==> src/core/fe_save_regs.svh <==
// Offsets, field positions, reset values and constants of the FE save block
`ifndef FE_SAVE_REGS_SVH
`define FE_SAVE_REGS_SVH

`define FES_OFF_PC      12'h000
`define FES_OFF_PSW     12'h004
`define FES_OFF_HSW     12'h008
`define FES_OFF_CTRL    12'h00C
`define FES_OFF_STAT    12'h010

`define FES_PSW_WMASK   32'h43F7_80FF
`define FES_PSW_RESET   32'h0000_0020
`define FES_HSW_RESET   32'h0000_0020
`define FES_MASK_LSB    20
`define FES_MASK_MSB    25
`define FES_CU2_BIT     18
`define FES_PC_BIT0     0
`define FES_CTRL_HVE    0
`define FES_CTRL_EPL    1
`define FES_CTRL_LAST   1

`define FES_RESP_OKAY   2'h0
`define FES_RESP_SLVERR 2'h2

`endif

==> src/core/fe_save_pkg.sv <==
// Types shared by the FE save block
package fe_save_pkg;
  typedef struct packed {
    logic        valid;
    logic [31:0] ret_pc;
    logic [31:0] status;
  } fe_capture_s;

  typedef struct packed {
    logic        valid;
    logic [31:0] data;
  } sysreg_load_s;

  typedef struct packed {
    logic        valid;
    logic [31:0] pc;
    logic [31:0] status;
  } fe_restore_s;
endpackage : fe_save_pkg

==> src/core/fe_status_filter.sv <==
// Masking of status save writes: reserved bits, coprocessor top bit, mask gate
`timescale 1ns/100ps
`default_nettype none
`include "fe_save_regs.svh"
module fe_status_filter
  import fe_save_pkg::*;
(
  // Raw value and gate
  input  wire logic [31:0] i_raw,
  input  wire logic        i_epl,
  // Cleaned value
  output logic      [31:0] o_clean
);
  always_comb
  begin
    o_clean = i_raw & `FES_PSW_WMASK;
    o_clean[`FES_CU2_BIT] = 1'b0;
    if (!i_epl)
    begin
      o_clean[`FES_MASK_MSB:`FES_MASK_LSB] = 6'h00;
    end
  end
endmodule : fe_status_filter
`default_nettype wire

==> src/core/axil_slave_port.sv <==
// AXI4-Lite slave handshake: one write and one read at a time
`timescale 1ns/100ps
`default_nettype none
`include "fe_save_regs.svh"
module axil_slave_port
(
  // Clock and reset
  input  wire logic        i_clk_sys,
  input  wire logic        i_reset,
  // AXI4-Lite
  input  wire logic [11:0] i_awaddr,
  input  wire logic        i_awvalid,
  output logic             o_awready,
  input  wire logic [31:0] i_wdata,
  input  wire logic [3:0]  i_wstrb,
  input  wire logic        i_wvalid,
  output logic             o_wready,
  output logic             o_bvalid,
  input  wire logic        i_bready,
  input  wire logic [11:0] i_araddr,
  input  wire logic        i_arvalid,
  output logic             o_arready,
  output logic             o_rvalid,
  input  wire logic        i_rready,
  // Register side
  output logic             o_wr_en,
  output logic [11:0]      o_wr_addr,
  output logic [31:0]      o_wr_data,
  output logic [3:0]       o_wr_strb,
  output logic             o_rd_en,
  output logic [11:0]      o_rd_addr
);
  logic        aw_ready_r;
  logic        w_ready_r;
  logic        ar_ready_r;
  logic [11:0] aw_addr_r;
  logic [31:0] w_data_r;
  logic [3:0]  w_strb_r;
  logic        aw_take;
  logic        w_take;

  // Ready flags registered so the top's outputs come from flip-flops
  assign o_awready = aw_ready_r;
  assign o_wready  = w_ready_r;
  assign o_arready = ar_ready_r;
  assign aw_take   = i_awvalid && aw_ready_r;
  assign w_take    = i_wvalid && w_ready_r;
  assign o_rd_en   = i_arvalid && ar_ready_r;
  assign o_rd_addr = i_araddr;
  // Write lands once both halves are in hand; a half arriving now bypasses its latch
  assign o_wr_en   = (!aw_ready_r || aw_take) && (!w_ready_r || w_take) && !o_bvalid;
  assign o_wr_addr = aw_ready_r ? i_awaddr : aw_addr_r;
  assign o_wr_data = w_ready_r ? i_wdata : w_data_r;
  assign o_wr_strb = w_ready_r ? i_wstrb : w_strb_r;

  // Each half refused once taken, until the response is accepted
  always_ff @(posedge i_clk_sys)
  begin
    if (i_reset || (o_bvalid && i_bready))
    begin
      aw_ready_r <= 1'b1;
      w_ready_r  <= 1'b1;
    end
    else
    begin
      if (aw_take)
        aw_ready_r <= 1'b0;
      if (w_take)
        w_ready_r <= 1'b0;
    end
  end

  // Address and data latched in either order
  always_ff @(posedge i_clk_sys)
  begin
    if (i_reset)
    begin
      aw_addr_r <= 12'h000;
      w_data_r  <= 32'h0000_0000;
      w_strb_r  <= 4'h0;
    end
    else
    begin
      if (aw_take)
        aw_addr_r <= i_awaddr;
      if (w_take)
      begin
        w_data_r <= i_wdata;
        w_strb_r <= i_wstrb;
      end
    end
  end

  always_ff @(posedge i_clk_sys)
  begin
    if (i_reset || (o_rvalid && i_rready))
      ar_ready_r <= 1'b1;
    else if (o_rd_en)
      ar_ready_r <= 1'b0;
  end

  always_ff @(posedge i_clk_sys)
  begin
    if (i_reset)
      o_bvalid <= 1'b0;
    else if (o_wr_en)
      o_bvalid <= 1'b1;
    else if (i_bready)
      o_bvalid <= 1'b0;
  end

  always_ff @(posedge i_clk_sys)
  begin
    if (i_reset)
      o_rvalid <= 1'b0;
    else if (o_rd_en)
      o_rvalid <= 1'b1;
    else if (i_rready)
      o_rvalid <= 1'b0;
  end
endmodule : axil_slave_port
`default_nettype wire

==> src/core/host_fe_exception_save.sv <==
// Host-mode FE exception save registers with AXI4-Lite access
//
// The register addresses and the AXI4-Lite interface to the registers were chosen for this implementation.
`timescale 1ns/100ps
`default_nettype none
`include "fe_save_regs.svh"
module host_fe_exception_save
  import fe_save_pkg::*;
(
  // Clock and reset
  input  wire logic                      i_clk_sys,
  input  wire logic                      i_reset,
  // Core events
  input  wire fe_save_pkg::fe_capture_s  i_fe_capture,
  input  wire logic                      i_fe_return,
  input  wire fe_save_pkg::sysreg_load_s i_hsw_load,
  input  wire logic                      i_insn_retire,
  input  wire logic [31:0]               i_insn_pc,
  // Restore toward the core
  output fe_save_pkg::fe_restore_s       o_fe_restore,
  output logic [31:0]                    o_host_status_word,
  output logic                           o_hypervisor_enable,
  // AXI4-Lite
  input  wire logic [11:0]               i_awaddr,
  input  wire logic                      i_awvalid,
  output logic                           o_awready,
  input  wire logic [31:0]               i_wdata,
  input  wire logic [3:0]                i_wstrb,
  input  wire logic                      i_wvalid,
  output logic                           o_wready,
  output logic [1:0]                     o_bresp,
  output logic                           o_bvalid,
  input  wire logic                      i_bready,
  input  wire logic [11:0]               i_araddr,
  input  wire logic                      i_arvalid,
  output logic                           o_arready,
  output logic [31:0]                    o_rdata,
  output logic [1:0]                     o_rresp,
  output logic                           o_rvalid,
  input  wire logic                      i_rready
);
  import fe_save_pkg::*;

  logic [31:0] fe_return_pc_save_r;
  logic [31:0] fe_status_save_r;
  logic [31:0] host_status_word_r;
  logic        hypervisor_enable_r;
  logic        priority_level_enable_r;
  logic        last_retired_valid_r;
  logic [31:0] last_retired_pc_r;
  logic        wr_en;
  logic [11:0] wr_addr;
  logic [31:0] wr_data;
  logic [3:0]  wr_strb;
  logic        rd_en;
  logic [11:0] rd_addr;
  logic [31:0] wr_merged;
  logic [31:0] psw_wr_clean;
  logic [31:0] cap_clean;
  logic [31:0] psw_nxt;
  logic [31:0] rd_nxt;
  logic        wr_pc_hit;
  logic        wr_psw_hit;
  logic        wr_hsw_hit;
  logic        wr_ctrl_hit;
  logic        wr_ok;
  logic        rd_ok;
  logic        capture_take;

  axil_slave_port u_port (
    .i_clk_sys (i_clk_sys),
    .i_reset   (i_reset),
    .i_awaddr  (i_awaddr),
    .i_awvalid (i_awvalid),
    .o_awready (o_awready),
    .i_wdata   (i_wdata),
    .i_wstrb   (i_wstrb),
    .i_wvalid  (i_wvalid),
    .o_wready  (o_wready),
    .o_bvalid  (o_bvalid),
    .i_bready  (i_bready),
    .i_araddr  (i_araddr),
    .i_arvalid (i_arvalid),
    .o_arready (o_arready),
    .o_rvalid  (o_rvalid),
    .i_rready  (i_rready),
    .o_wr_en   (wr_en),
    .o_wr_addr (wr_addr),
    .o_wr_data (wr_data),
    .o_wr_strb (wr_strb),
    .o_rd_en   (rd_en),
    .o_rd_addr (rd_addr)
  );

  // Byte-lane merge against the current register
  function automatic logic [31:0] merge_lanes(input logic [31:0] cur, input logic [31:0] nw, input logic [3:0] strb);
    logic [31:0] res;
    res = cur;
    for (int b = 0; b < 4; b++)
    begin
      if (strb[b])
        res[b*8 +: 8] = nw[b*8 +: 8];
    end
    return res;
  endfunction : merge_lanes

  // Save registers are visible only while the hypervisor is enabled
  assign wr_pc_hit   = wr_en && hypervisor_enable_r && (wr_addr == `FES_OFF_PC);
  assign wr_psw_hit  = wr_en && hypervisor_enable_r && (wr_addr == `FES_OFF_PSW);
  assign wr_hsw_hit  = wr_en && (wr_addr == `FES_OFF_HSW);
  assign wr_ctrl_hit = wr_en && (wr_addr == `FES_OFF_CTRL);
  assign wr_ok       = wr_pc_hit || wr_psw_hit || wr_hsw_hit || wr_ctrl_hit;
  assign capture_take = i_fe_capture.valid && hypervisor_enable_r;

  always_comb
  begin
    wr_merged = 32'h0000_0000;
    unique case (wr_addr)
      `FES_OFF_PC:   wr_merged = merge_lanes(fe_return_pc_save_r, wr_data, wr_strb);
      `FES_OFF_PSW:  wr_merged = merge_lanes(fe_status_save_r, wr_data, wr_strb);
      `FES_OFF_HSW:  wr_merged = merge_lanes(host_status_word_r, wr_data, wr_strb);
      default:       wr_merged = merge_lanes(32'h0000_0000, wr_data, wr_strb);
    endcase
  end

  fe_status_filter u_wr_filter (
    .i_raw   (wr_merged),
    .i_epl   (priority_level_enable_r),
    .o_clean (psw_wr_clean)
  );

  fe_status_filter u_cap_filter (
    .i_raw   (i_fe_capture.status),
    .i_epl   (priority_level_enable_r),
    .o_clean (cap_clean)
  );

  // Tracks last completed instruction for the reset value
  always_ff @(posedge i_clk_sys)
  begin
    if (i_insn_retire)
      last_retired_pc_r <= i_insn_pc;
  end

  // Seen flag read at the first reset edge, then cleared
  always_ff @(posedge i_clk_sys)
  begin
    if (i_reset)
      last_retired_valid_r <= 1'b0;
    else if (i_insn_retire)
      last_retired_valid_r <= 1'b1;
  end

  always_ff @(posedge i_clk_sys)
  begin
    if (i_reset)
    begin
      if (last_retired_valid_r)
        fe_return_pc_save_r <= last_retired_pc_r;
    end
    else if (capture_take)
      fe_return_pc_save_r <= i_fe_capture.ret_pc;
    else if (wr_pc_hit)
      fe_return_pc_save_r <= wr_merged;
  end

  always_comb
  begin
    psw_nxt = fe_status_save_r;
    if (capture_take)
      psw_nxt = cap_clean;
    else if (wr_psw_hit)
      psw_nxt = psw_wr_clean;
    if (!priority_level_enable_r)
      psw_nxt[`FES_MASK_MSB:`FES_MASK_LSB] = 6'h00;
  end

  always_ff @(posedge i_clk_sys)
  begin
    if (i_reset)
      fe_status_save_r <= `FES_PSW_RESET;
    else
      fe_status_save_r <= psw_nxt;
  end

  // Host status word: load held from the next cycle and at o_host_status_word one cycle later; return restore wins over load
  always_ff @(posedge i_clk_sys)
  begin
    if (i_reset)
      host_status_word_r <= `FES_HSW_RESET;
    else if (i_fe_return)
      host_status_word_r <= fe_status_save_r;
    else if (i_hsw_load.valid)
      host_status_word_r <= i_hsw_load.data;
    else if (wr_hsw_hit)
      host_status_word_r <= wr_merged;
  end

  always_ff @(posedge i_clk_sys)
  begin
    if (i_reset)
    begin
      hypervisor_enable_r     <= 1'b0;
      priority_level_enable_r <= 1'b0;
    end
    else if (wr_ctrl_hit && wr_strb[0])
    begin
      hypervisor_enable_r     <= wr_data[`FES_CTRL_HVE];
      priority_level_enable_r <= wr_data[`FES_CTRL_EPL];
    end
  end

  always_ff @(posedge i_clk_sys)
  begin
    if (i_reset)
      o_fe_restore <= '0;
    else
    begin
      o_fe_restore.valid  <= i_fe_return;
      o_fe_restore.pc     <= {fe_return_pc_save_r[31:1], 1'b0};
      o_fe_restore.status <= fe_status_save_r;
    end
  end

  always_ff @(posedge i_clk_sys)
  begin
    if (i_reset)
    begin
      o_host_status_word  <= `FES_HSW_RESET;
      o_hypervisor_enable <= 1'b0;
    end
    else
    begin
      o_host_status_word  <= host_status_word_r;
      o_hypervisor_enable <= hypervisor_enable_r;
    end
  end

  always_comb
  begin
    rd_ok  = 1'b1;
    rd_nxt = 32'h0000_0000;
    if (rd_addr == `FES_OFF_PC && hypervisor_enable_r)
      rd_nxt = fe_return_pc_save_r;
    else if (rd_addr == `FES_OFF_PSW && hypervisor_enable_r)
      rd_nxt = fe_status_save_r;
    else if (rd_addr == `FES_OFF_HSW)
      rd_nxt = host_status_word_r;
    else if (rd_addr == `FES_OFF_CTRL)
      rd_nxt = {30'h0, priority_level_enable_r, hypervisor_enable_r};
    else if (rd_addr == `FES_OFF_STAT)
      rd_nxt = {31'h0, last_retired_valid_r};
    else
      rd_ok = 1'b0;
  end

  always_ff @(posedge i_clk_sys)
  begin
    if (i_reset)
    begin
      o_rdata <= 32'h0000_0000;
      o_rresp <= `FES_RESP_OKAY;
    end
    else if (rd_en)
    begin
      o_rdata <= rd_nxt;
      o_rresp <= rd_ok ? `FES_RESP_OKAY : `FES_RESP_SLVERR;
    end
  end

  always_ff @(posedge i_clk_sys)
  begin
    if (i_reset)
      o_bresp <= `FES_RESP_OKAY;
    else if (wr_en)
      o_bresp <= wr_ok ? `FES_RESP_OKAY : `FES_RESP_SLVERR;
  end
endmodule : host_fe_exception_save
`default_nettype wire

==> config.mk <==
export PLATFORM = sky130hd
export DESIGN_NAME = host_fe_exception_save
export DESIGN_NICKNAME = d
export VERILOG_FILES = /design/src/core/fe_save_pkg.sv /design/src/core/fe_status_filter.sv /design/src/core/axil_slave_port.sv /design/src/core/host_fe_exception_save.sv
export VERILOG_INCLUDE_DIRS = /design/src /design/src/core
export SDC_FILE = /design/constraint.sdc
export NUM_CORES = 1
export LEC_CHECK = 0
export ABC_AREA = 0
export BUFFER_PORTS_ARGS = -buffer_cell sky130_fd_sc_hd__buf_2
export CORE_MARGIN = 3
export CORE_UTILIZATION = 57
export DETAILED_ROUTE_END_ITERATION = 8
export GPL_ROUTABILITY_DRIVEN = 0
export PLACE_DENSITY = 0.89
export SYNTH_ARGS = -nofsm -noshare
export SYNTH_HDL_FRONTEND = slang
export SYNTH_SLANG_ARGS = --single-unit
==> constraint.sdc <==
create_clock -name i_clk_sys -period 16.2 [get_ports i_clk_sys]
set_clock_uncertainty 0.1 [all_clocks]
set_input_delay 4.05 -clock i_clk_sys [delete_from_list [all_inputs] [get_ports i_clk_sys]]
set_output_delay 4.05 -clock i_clk_sys [all_outputs]
set_load 0.02 [all_outputs]
* After elaboration in Yosys (flattened, before gate mapping)
Index checks and enable logic that the tools add are counted.
** Word-level totals
- Register bits :: 290
- Logic and storage cells :: 116
- Output and inout port bits :: 139
- Bits of input ports :: 199
** Operators by class
- Bitwise operators :: 1
- Multiplexer cells :: 47
- Equal/unequal tests :: 8
- Reduce and logical (&&, ||, !) cells :: 35
** Operator list (count)
- $mux 32 :: 11
- $mux 8 :: 16
- $pmux 32 s3 :: 1
- $mux 31 :: 2
- $eq 12x4->1 const B :: 4
- $eq 12x3->1 const B :: 2
- $logic_not 12->1 :: 2
- $logic_and 1x1->1 :: 16
- $eq 12x5->1 const B :: 1
- $mux 12 :: 1
- $mux 6 :: 2
- $mux 1 :: 10
- $logic_or 1x1->1 :: 7
- $mux 2 :: 3
- $reduce_bool 2->1 :: 3
- $reduce_bool 3->1 :: 2
- $mux 4 :: 1
- $logic_not 1->1 :: 3
- $ne 2x1->1 const B :: 1
- $reduce_and 2->1 :: 1
- $reduce_or 2->1 :: 1
- $not 1->1 :: 1

* Depth between registers and ports, before layout
Gate-level depths: netlist of the first run.
- Depth after elaboration :: 10
- Depth in mapped cells :: 8
- Depth with buffers taken out :: 6

* Modules after synthesis
A second synthesis of the first run with hierarchy kept.
** Second synthesis, totals
- Cells, all modules :: 1784
- Area total of the unflattened synthesis :: 15826.4 um^2
** By module, submodules not included
- host_fe_exception_save :: cells an instance 1413, area each 12299.3 um^2, instances 1
- axil_slave_port :: cells an instance 305, area each 3054.2 um^2, instances 1
- fe_status_filter :: cells an instance 33, area each 236.5 um^2, instances 2

* Worst setup path after synthesis of the first run
Ideal clock, no wire load.
- Path kind :: input-to-reg
- Start point :: input i_awaddr[1]
- End point :: register fe_return_pc_save_r[0] (enable)
- Required time :: 15.630 ns
- Slack :: 8.135 ns
- Path buffers :: 1
- Library setup time :: 0.470 ns
- Arrival :: 7.495 ns
- Stages on the path :: 6
- Cells stage by stage :: nor4_1 -> nand3_1 -> buf_2 -> a21oi_1 -> a21oi_1 -> o31ai_1
** On the way
- Word-level cells in the longest chain between the ends :: 5
** Ends and longest elaborated chain
- from (decl) :: line host_fe_exception_save.sv:24 : input wire logic [11:0] i_awaddr,
- $mux 12 :: line axil_slave_port.sv:52 : assign o_wr_addr = aw_ready_r ? i_awaddr : aw_addr_r;
- $logic_not 12->1
- $logic_and 1x1->1 :: line host_fe_exception_save.sv:108 : assign wr_pc_hit = wr_en && hypervisor_enable_r && (wr_addr == `FES_OFF_PC);
- $reduce_bool 3->1 (no source line)
- $reduce_and 2->1 (no source line)
- to (signal assigned) :: line host_fe_exception_save.sv:159 : fe_return_pc_save_r <= last_retired_pc_r;
- to (signal assigned) :: line host_fe_exception_save.sv:162 : fe_return_pc_save_r <= i_fe_capture.ret_pc;
- to (signal assigned) :: line host_fe_exception_save.sv:164 : fe_return_pc_save_r <= wr_merged;
- to (decl) :: line host_fe_exception_save.sv:44 : logic [31:0] fe_return_pc_save_r;
Every way passes these cells.
A chain may end at the register's enable or synchronous reset.

* Final worst setup path of the first run
- Start point :: input i_awaddr[1]
- End point :: register fe_return_pc_save_r[29] (enable)
The elaborated chain is that of the path after synthesis.

==> results of run 1 <==
==> metal layers <==
| metal | GRT usage | part of all wire |
|---|---|---|
| met5 | 0 | 0.0017 |
| met4 | 0.121 | 0.047 |
| met3 | 0.0920 | 0.14 |
| met2 | 0.477 | 0.43 |
| met1 | 0.444 | 0.38 |
==> final timing paths <==
| kind | start | end | slack, ps | cells after the start |
|---|---|---|---|---|
| setup / recovery | i_awaddr[1] | fe_return_pc_save_r[29] | 9490 | 7 |
| setup reg to reg | u_port.o_awready | fe_return_pc_save_r[29] | 12520 | 6 |
| hold reg to reg | u_port.w_data_r[4] | u_port.w_data_r[4] | 350 | 2 |
| hold / removal | u_port.w_data_r[4] | u_port.w_data_r[4] | 350 | 2 |
==> cell usage after synthesis, types with 15 or more instances <==
cell	count	share of area
mux2i_1	31	0.025
nor2b_1	88	0.045
nand2_1	155	0.048
o211ai_1	18	0.011
a221oi_1	43	0.031
o21ai_0	27	0.011
a22o_1	19	0.014
a21oi_1	119	0.049
a22oi_1	18	0.011
clkbuf_1	69	0.021
dfxtp_1	223	0.37
nor2_1	108	0.033
inv_1	22	0.0068
a31oi_1	24	0.012
buf_2	15	0.0061
buf_4	19	0.012
o21ai_1	28	0.011
nor3_1	47	0.019
edfxtp_1	64	0.16
==> final cells by class <==
cell class,count,area [um2]
sequential,287,6390
fill,1536,5900
multi-input combinational,893,5280
timing repair buffer,319,1640
clock buffer,41,853
tap,270,338
clock inverter,9,115
inverter,23,86.3
antenna,12,30.0
==> cell families after synthesis <==
kind of cell | count (synthesis) | synth area share
AO/OA/AOI/OAI | 376 | 0.209
buffers and inverters | 135 | 0.0514
flip-flops | 287 | 0.523
multiplexers | 37 | 0.0319
other | 1 | 0.000307
AND/OR/NAND/NOR | 463 | 0.184
==> flip-flops by register name, indices dropped and copies added (netlist names), 4 cells and up <==
signal               count
u_port.w_data_r         32
u_port.w_strb_r          4
fe_status_save_r        18
fe_return_pc_save_r     32
o_fe_restore            50
u_port.aw_addr_r        12
last_retired_pc_r       32
host_status_word_r      32
o_host_status_word      32
o_rdata                 32
==> metrics by stage <==
step,cells,util,area [um2]
6_report,1854,0.714,14700
5_1_grt,1851,0.713,14700
4_1_cts,1842,0.712,14700
3_5_place_dp,1792,0.665,13700
3_3_place_gp,1792,0.665,13700
2_1_floorplan,1315,-,12300
==> tightest hold or removal path: cells and delay by family, from the launching register on <==
family,cells,cell delay [ps]
DFF,1,300
and+or+nand+nor,1,50
AOI/OAI and AO/OA,1,50
==> power by group <==
| part | leakage, nW | internal (W) | switching (W) |
|---|---|---|---|
| Clock | 0.472 | 0.000398 | 0.000281 |
| Combinational | 3.22 | 0.0000708 | 0.000131 |
| Sequential | 2.44 | 0.000767 | 0.0000221 |
==> out/metrics.cfg, run 1 <==
[status]
status=finished, final reports clean

[sta]
fmax_ghz=0.149
slew_viol_final=0
finalSetupTns_ps=0
period_share=0.414
rsz0062_at_grt=no
slew_headroom=0.164
finalCriticalPeriod_ps=6710
setup_slack_ps=9490
hold_violations=0
worst_pin_slew_ps=1240
setup_viol=0
hold_ws_ps=350

[setup_path]
critPathSlowestCell=a21oi_1
worstPathCellList=buf_2, nor4_1, nand3_1, a21oi_1, a21oi_1, o31ai_4, buf_4
path_buf_inv=2
start_kind=primary input
worstSetupEndpointType=flop
crit_top_cell=a21oi_1
critical_path_class=in -> reg
worstPathArrival_ps=6810
crit_fanout=27
max_stage_delay_ps=680
cp_top_family=compound AO/OA/AOI/OAI gates
cp.required_ps=16310

[cts]
cts_resized=0
post_cts_buffers=0
clk_latency_ps=560
numClockSinks=287
cts_tree=yes
cts_root_buf=clkbuf_16
holdBufCountCts=0
cts_buffers=29
clkSlewWorstSetupHoldPaths_ps=60
cts_buffer_depth=3
htreeDepth=1

[route]
routedWlPerCell_um=21.3
drt_iter0_markers=2071
ant_nets=0
drc=0
finalWirelength_um=39600
first_pass_iters=7
vias_per_cell=6.19
vias=11500

[global_routing]
grt_max_degree=115
grt_pass1_wl_um=59800
grt_usage=0.320
grt_pass1_vias=10600
antenna_found_initial=16
grt_overflow=0

[synth]
syn_inst=1299
yosysSeqAreaShare=0.523
synthArstFlopShare=0
synth_edf_count=64
yosys_warnings=0
synthFlopType=dfxtp_1
syn-cell-area_um2=12200
synth_seq_cells=287
ys_types=73
synth.avg_cell_area_um2=9.40

[floorplan]
rows=52
fp.dieW_um=152
io-pin-count=338
initial_core_util=0.592
die_area_um2=23200
die_h_um=152
coreArea_um2=20600

[layout]
drive_above_1_share=0.248
layout_common_cells=305 x buf_2, 222 x dfxtp_1, 155 x nand2_1
final_common_cell=buf_2
area_growth_syn_to_layout_pct=20.5
final_nets=1752

[pwr]
power_w=0.00167
p_leak_nw=6.13
peakVddDrop_uv=95.4
p_per_area_nw_per_um2=113

[placement]
portBuffers=306
place_ws_ps=9080
place_hpwl_um=28500

[flow_run]
cap_violations=0

[hold_path]
min_path_type=reg -> reg

Power figures use the tool's default switching activity.
==> run 2, diff against run 1 <==
--- a/config.mk
+++ b/config.mk
@@ -9,10 +9,10 @@
 export ABC_AREA = 0
 export BUFFER_PORTS_ARGS = -buffer_cell sky130_fd_sc_hd__buf_2
 export CORE_MARGIN = 3
-export CORE_UTILIZATION = 57
+export CORE_UTILIZATION = 53
 export DETAILED_ROUTE_END_ITERATION = 8
 export GPL_ROUTABILITY_DRIVEN = 0
-export PLACE_DENSITY = 0.89
+export PLACE_DENSITY = 0.84
 export SYNTH_ARGS = -nofsm -noshare
 export SYNTH_HDL_FRONTEND = slang
 export SYNTH_SLANG_ARGS = --single-unit
==> constraint.sdc (replaced) <==
create_clock -name i_clk_sys -period 6.94 [get_ports i_clk_sys]
set_clock_uncertainty 0.1 [all_clocks]
set_input_delay 1.735 -clock i_clk_sys [delete_from_list [all_inputs] [get_ports i_clk_sys]]
set_output_delay 1.735 -clock i_clk_sys [all_outputs]
set_load 0.02 [all_outputs]
==> run 2 against run 1 <==
Effect of this change: register-to-register slack worse by 9200 ps; via count is 2.3% lower; critical path depth stayed put; routed wire length is 2.2% lower; sequential power is 130% higher; sequential cell count stayed put; die area is 7.2% higher; design area hardly changed; critical endpoint is now host_status_word_r[16]; clock-buffer cell count is 3 lower; total power is 130% higher.
==> out/metrics.cfg, run 2 (same netlist as run 1, synthesis figures left out) <==
[layout]
multi_input_area_um2=5280  ; unchanged
final_nets=1750  ; was 1752
regArea_um2=6390  ; unchanged
top_register=o_fe_restore  ; unchanged
drive_above_1_share=0.247  ; was 0.248
largest_reg_flops=50  ; unchanged
layout_common_cells=305 x buf_2, 222 x dfxtp_1, 155 x nand2_1  ; unchanged
area_growth_syn_to_layout_pct=20.5  ; about the same
final_common_cell=buf_2  ; unchanged
fillCellCount=1752  ; was 1536
fin_util=0.662  ; was 0.714

[sta]
setup_slack_ps=2620  ; was 9490 ps
worst_pin_slew_ps=1260  ; was 1240 ps
rsz0062_at_grt=no  ; unchanged
finalSetupTns_ps=0  ; unchanged
finalCriticalPeriod_ps=4320
hold_violations=0  ; unchanged
fmax_ghz=0.231
setup_viol=0  ; unchanged
period_share=0.623
slew_viol_final=0  ; unchanged
slew_headroom=0.157  ; was 0.164

[route]
drc=0  ; unchanged
ant_nets=0  ; unchanged
routedWlPerCell_um=20.8  ; was 21.3 um
vias=11200  ; was 11500
finalWirelength_um=38700  ; was 39600 um
vias_per_cell=6.03  ; was 6.19
drt_iter0_markers=1683  ; was 2071
first_pass_iters=6  ; was 7

[pwr]
peakVddDrop_uv=194  ; was 95.4 uV
p_leak_nw=6.13  ; about the same
p_per_area_nw_per_um2=266  ; was 113 nW/um2

[cts]
htreeDepth=1  ; unchanged
cts_tree=yes  ; unchanged
holdBufCountCts=0  ; unchanged
cts_buffer_depth=3  ; unchanged
cts_root_buf=clkbuf_16  ; unchanged
numClockSinks=287  ; unchanged
cts_resized=0  ; unchanged
cts_buffers=29  ; unchanged
post_cts_buffers=0  ; unchanged
clk_latency_ps=550  ; was 560 ps
clkSlewWorstSetupHoldPaths_ps=60  ; about the same

[floorplan]
fp.dieW_um=158  ; was 152 um
die_h_um=158  ; was 152 um
die_area_um2=24900  ; was 23200 um2
coreArea_um2=22200  ; was 20600 um2
initial_core_util=0.550  ; was 0.592
rows=54  ; was 52
io-pin-count=338  ; unchanged

[setup_path]
critical_path_class=in -> reg  ; unchanged
worstPathCellList=buf_2, nor4_1, nand3_1, a211oi_2, nand2_1, inv_1, a221o_1  ; was buf_2, nor4_1, nand3_1, a21oi_1, a21oi_1, o31ai_4, buf_4
cp.required_ps=7340  ; was 16310 ps
rr_worst_depth=6  ; unchanged
start_kind=primary input  ; unchanged
crit_fanout=22  ; was 27
critPathSlowestCell=a211oi_2  ; was a21oi_1
worstPathArrival_ps=4720  ; was 6810 ps
worstSetupEndpointType=flop  ; unchanged
max_stage_delay_ps=850  ; was 680 ps

[flow_run]
cap_violations=0  ; unchanged

[global_routing]
grt_pass1_vias=10100  ; was 10600
grt_pass1_wl_um=57100  ; was 59800 um
grt_max_degree=95  ; was 115
grt_usage=0.295  ; was 0.320
grt_overflow=0  ; unchanged
antenna_found_initial=14  ; was 16

[placement]
place_hpwl_um=28200  ; was 28500 um
place_ws_ps=2160  ; was 9080 ps
portBuffers=306  ; unchanged

[status]
status=finished, final reports clean  ; unchanged

[hold_path]
worstHoldPathCells=2  ; unchanged
min_path_type=reg -> reg  ; unchanged

[run 2: cell types whose count changed in the layout (fill, tap and decap cells not counted), sizes merged]
cell,previous run,this run
diode,12,7
clkinvlp,2,1
buf,319,317
clkbuf,41,38
inv,23,25
clkinv,5,8
bufinv,2,4
[run 2: final timing paths]
check / startpoint / endpoint / slack, ps
worst max-delay path: i_awaddr[1] / host_status_word_r[16] / 2620
worst min-delay path: u_port.w_data_r[0] / u_port.w_data_r[0] / 350
worst max register to register: u_port.o_awready / host_status_word_r[16] / 3290
worst min register to register: u_port.w_data_r[0] / u_port.w_data_r[0] / 350
[run 2: power breakdown]
group	internal [W]	switching (W)	leakage, nW
clock network	0.000961	0.000654	0.484
logic	0.000165	0.000301	3.21
registers	0.00179	0.0000502	2.44
total	0.00292	0.00101	6.13
[run 2: routing by layer]
metal  global-route usage  wire [um]  vias to the layer above
met4                0.100       1470                       16
met5                    0         92                        -
li1                     -          -                     5182
met2                0.441      16800                      732
met3               0.0880       4820                      126
met1                0.410      15600                     5159
[run 2: area by class of cell]
type                            count  area share
Antenna cell                        7     0.00119
Timing Repair Buffer              317       0.110
Inverter                           23     0.00586
Clock inverter                     15      0.0125
Tap cell                          280      0.0238
Multi-Input combinational cell    893       0.358
Clock buffer                       38      0.0544
Sequential cell                   287       0.434
[run 2: worst max-delay path: cells and delay by family]
kind | cells | cell delay [ps]
simple gates | 3 | 1550
compound gates | 2 | 1020
buf+inv | 2 | 410
[run 2: metrics by stage]
stage	cell area [um2]	instances	hold WS (ps)	total power (W)
2_1_floorplan	12300	1315	332	0.00215
4_1_cts	14700	1853	352	0.00392
6_report	14700	1860	350	0.00392
3_3_place_gp	13700	1800	337	0.00232
3_5_place_dp	13700	1800	344	0.00233
5_1_grt	14700	1859	366	0.00404
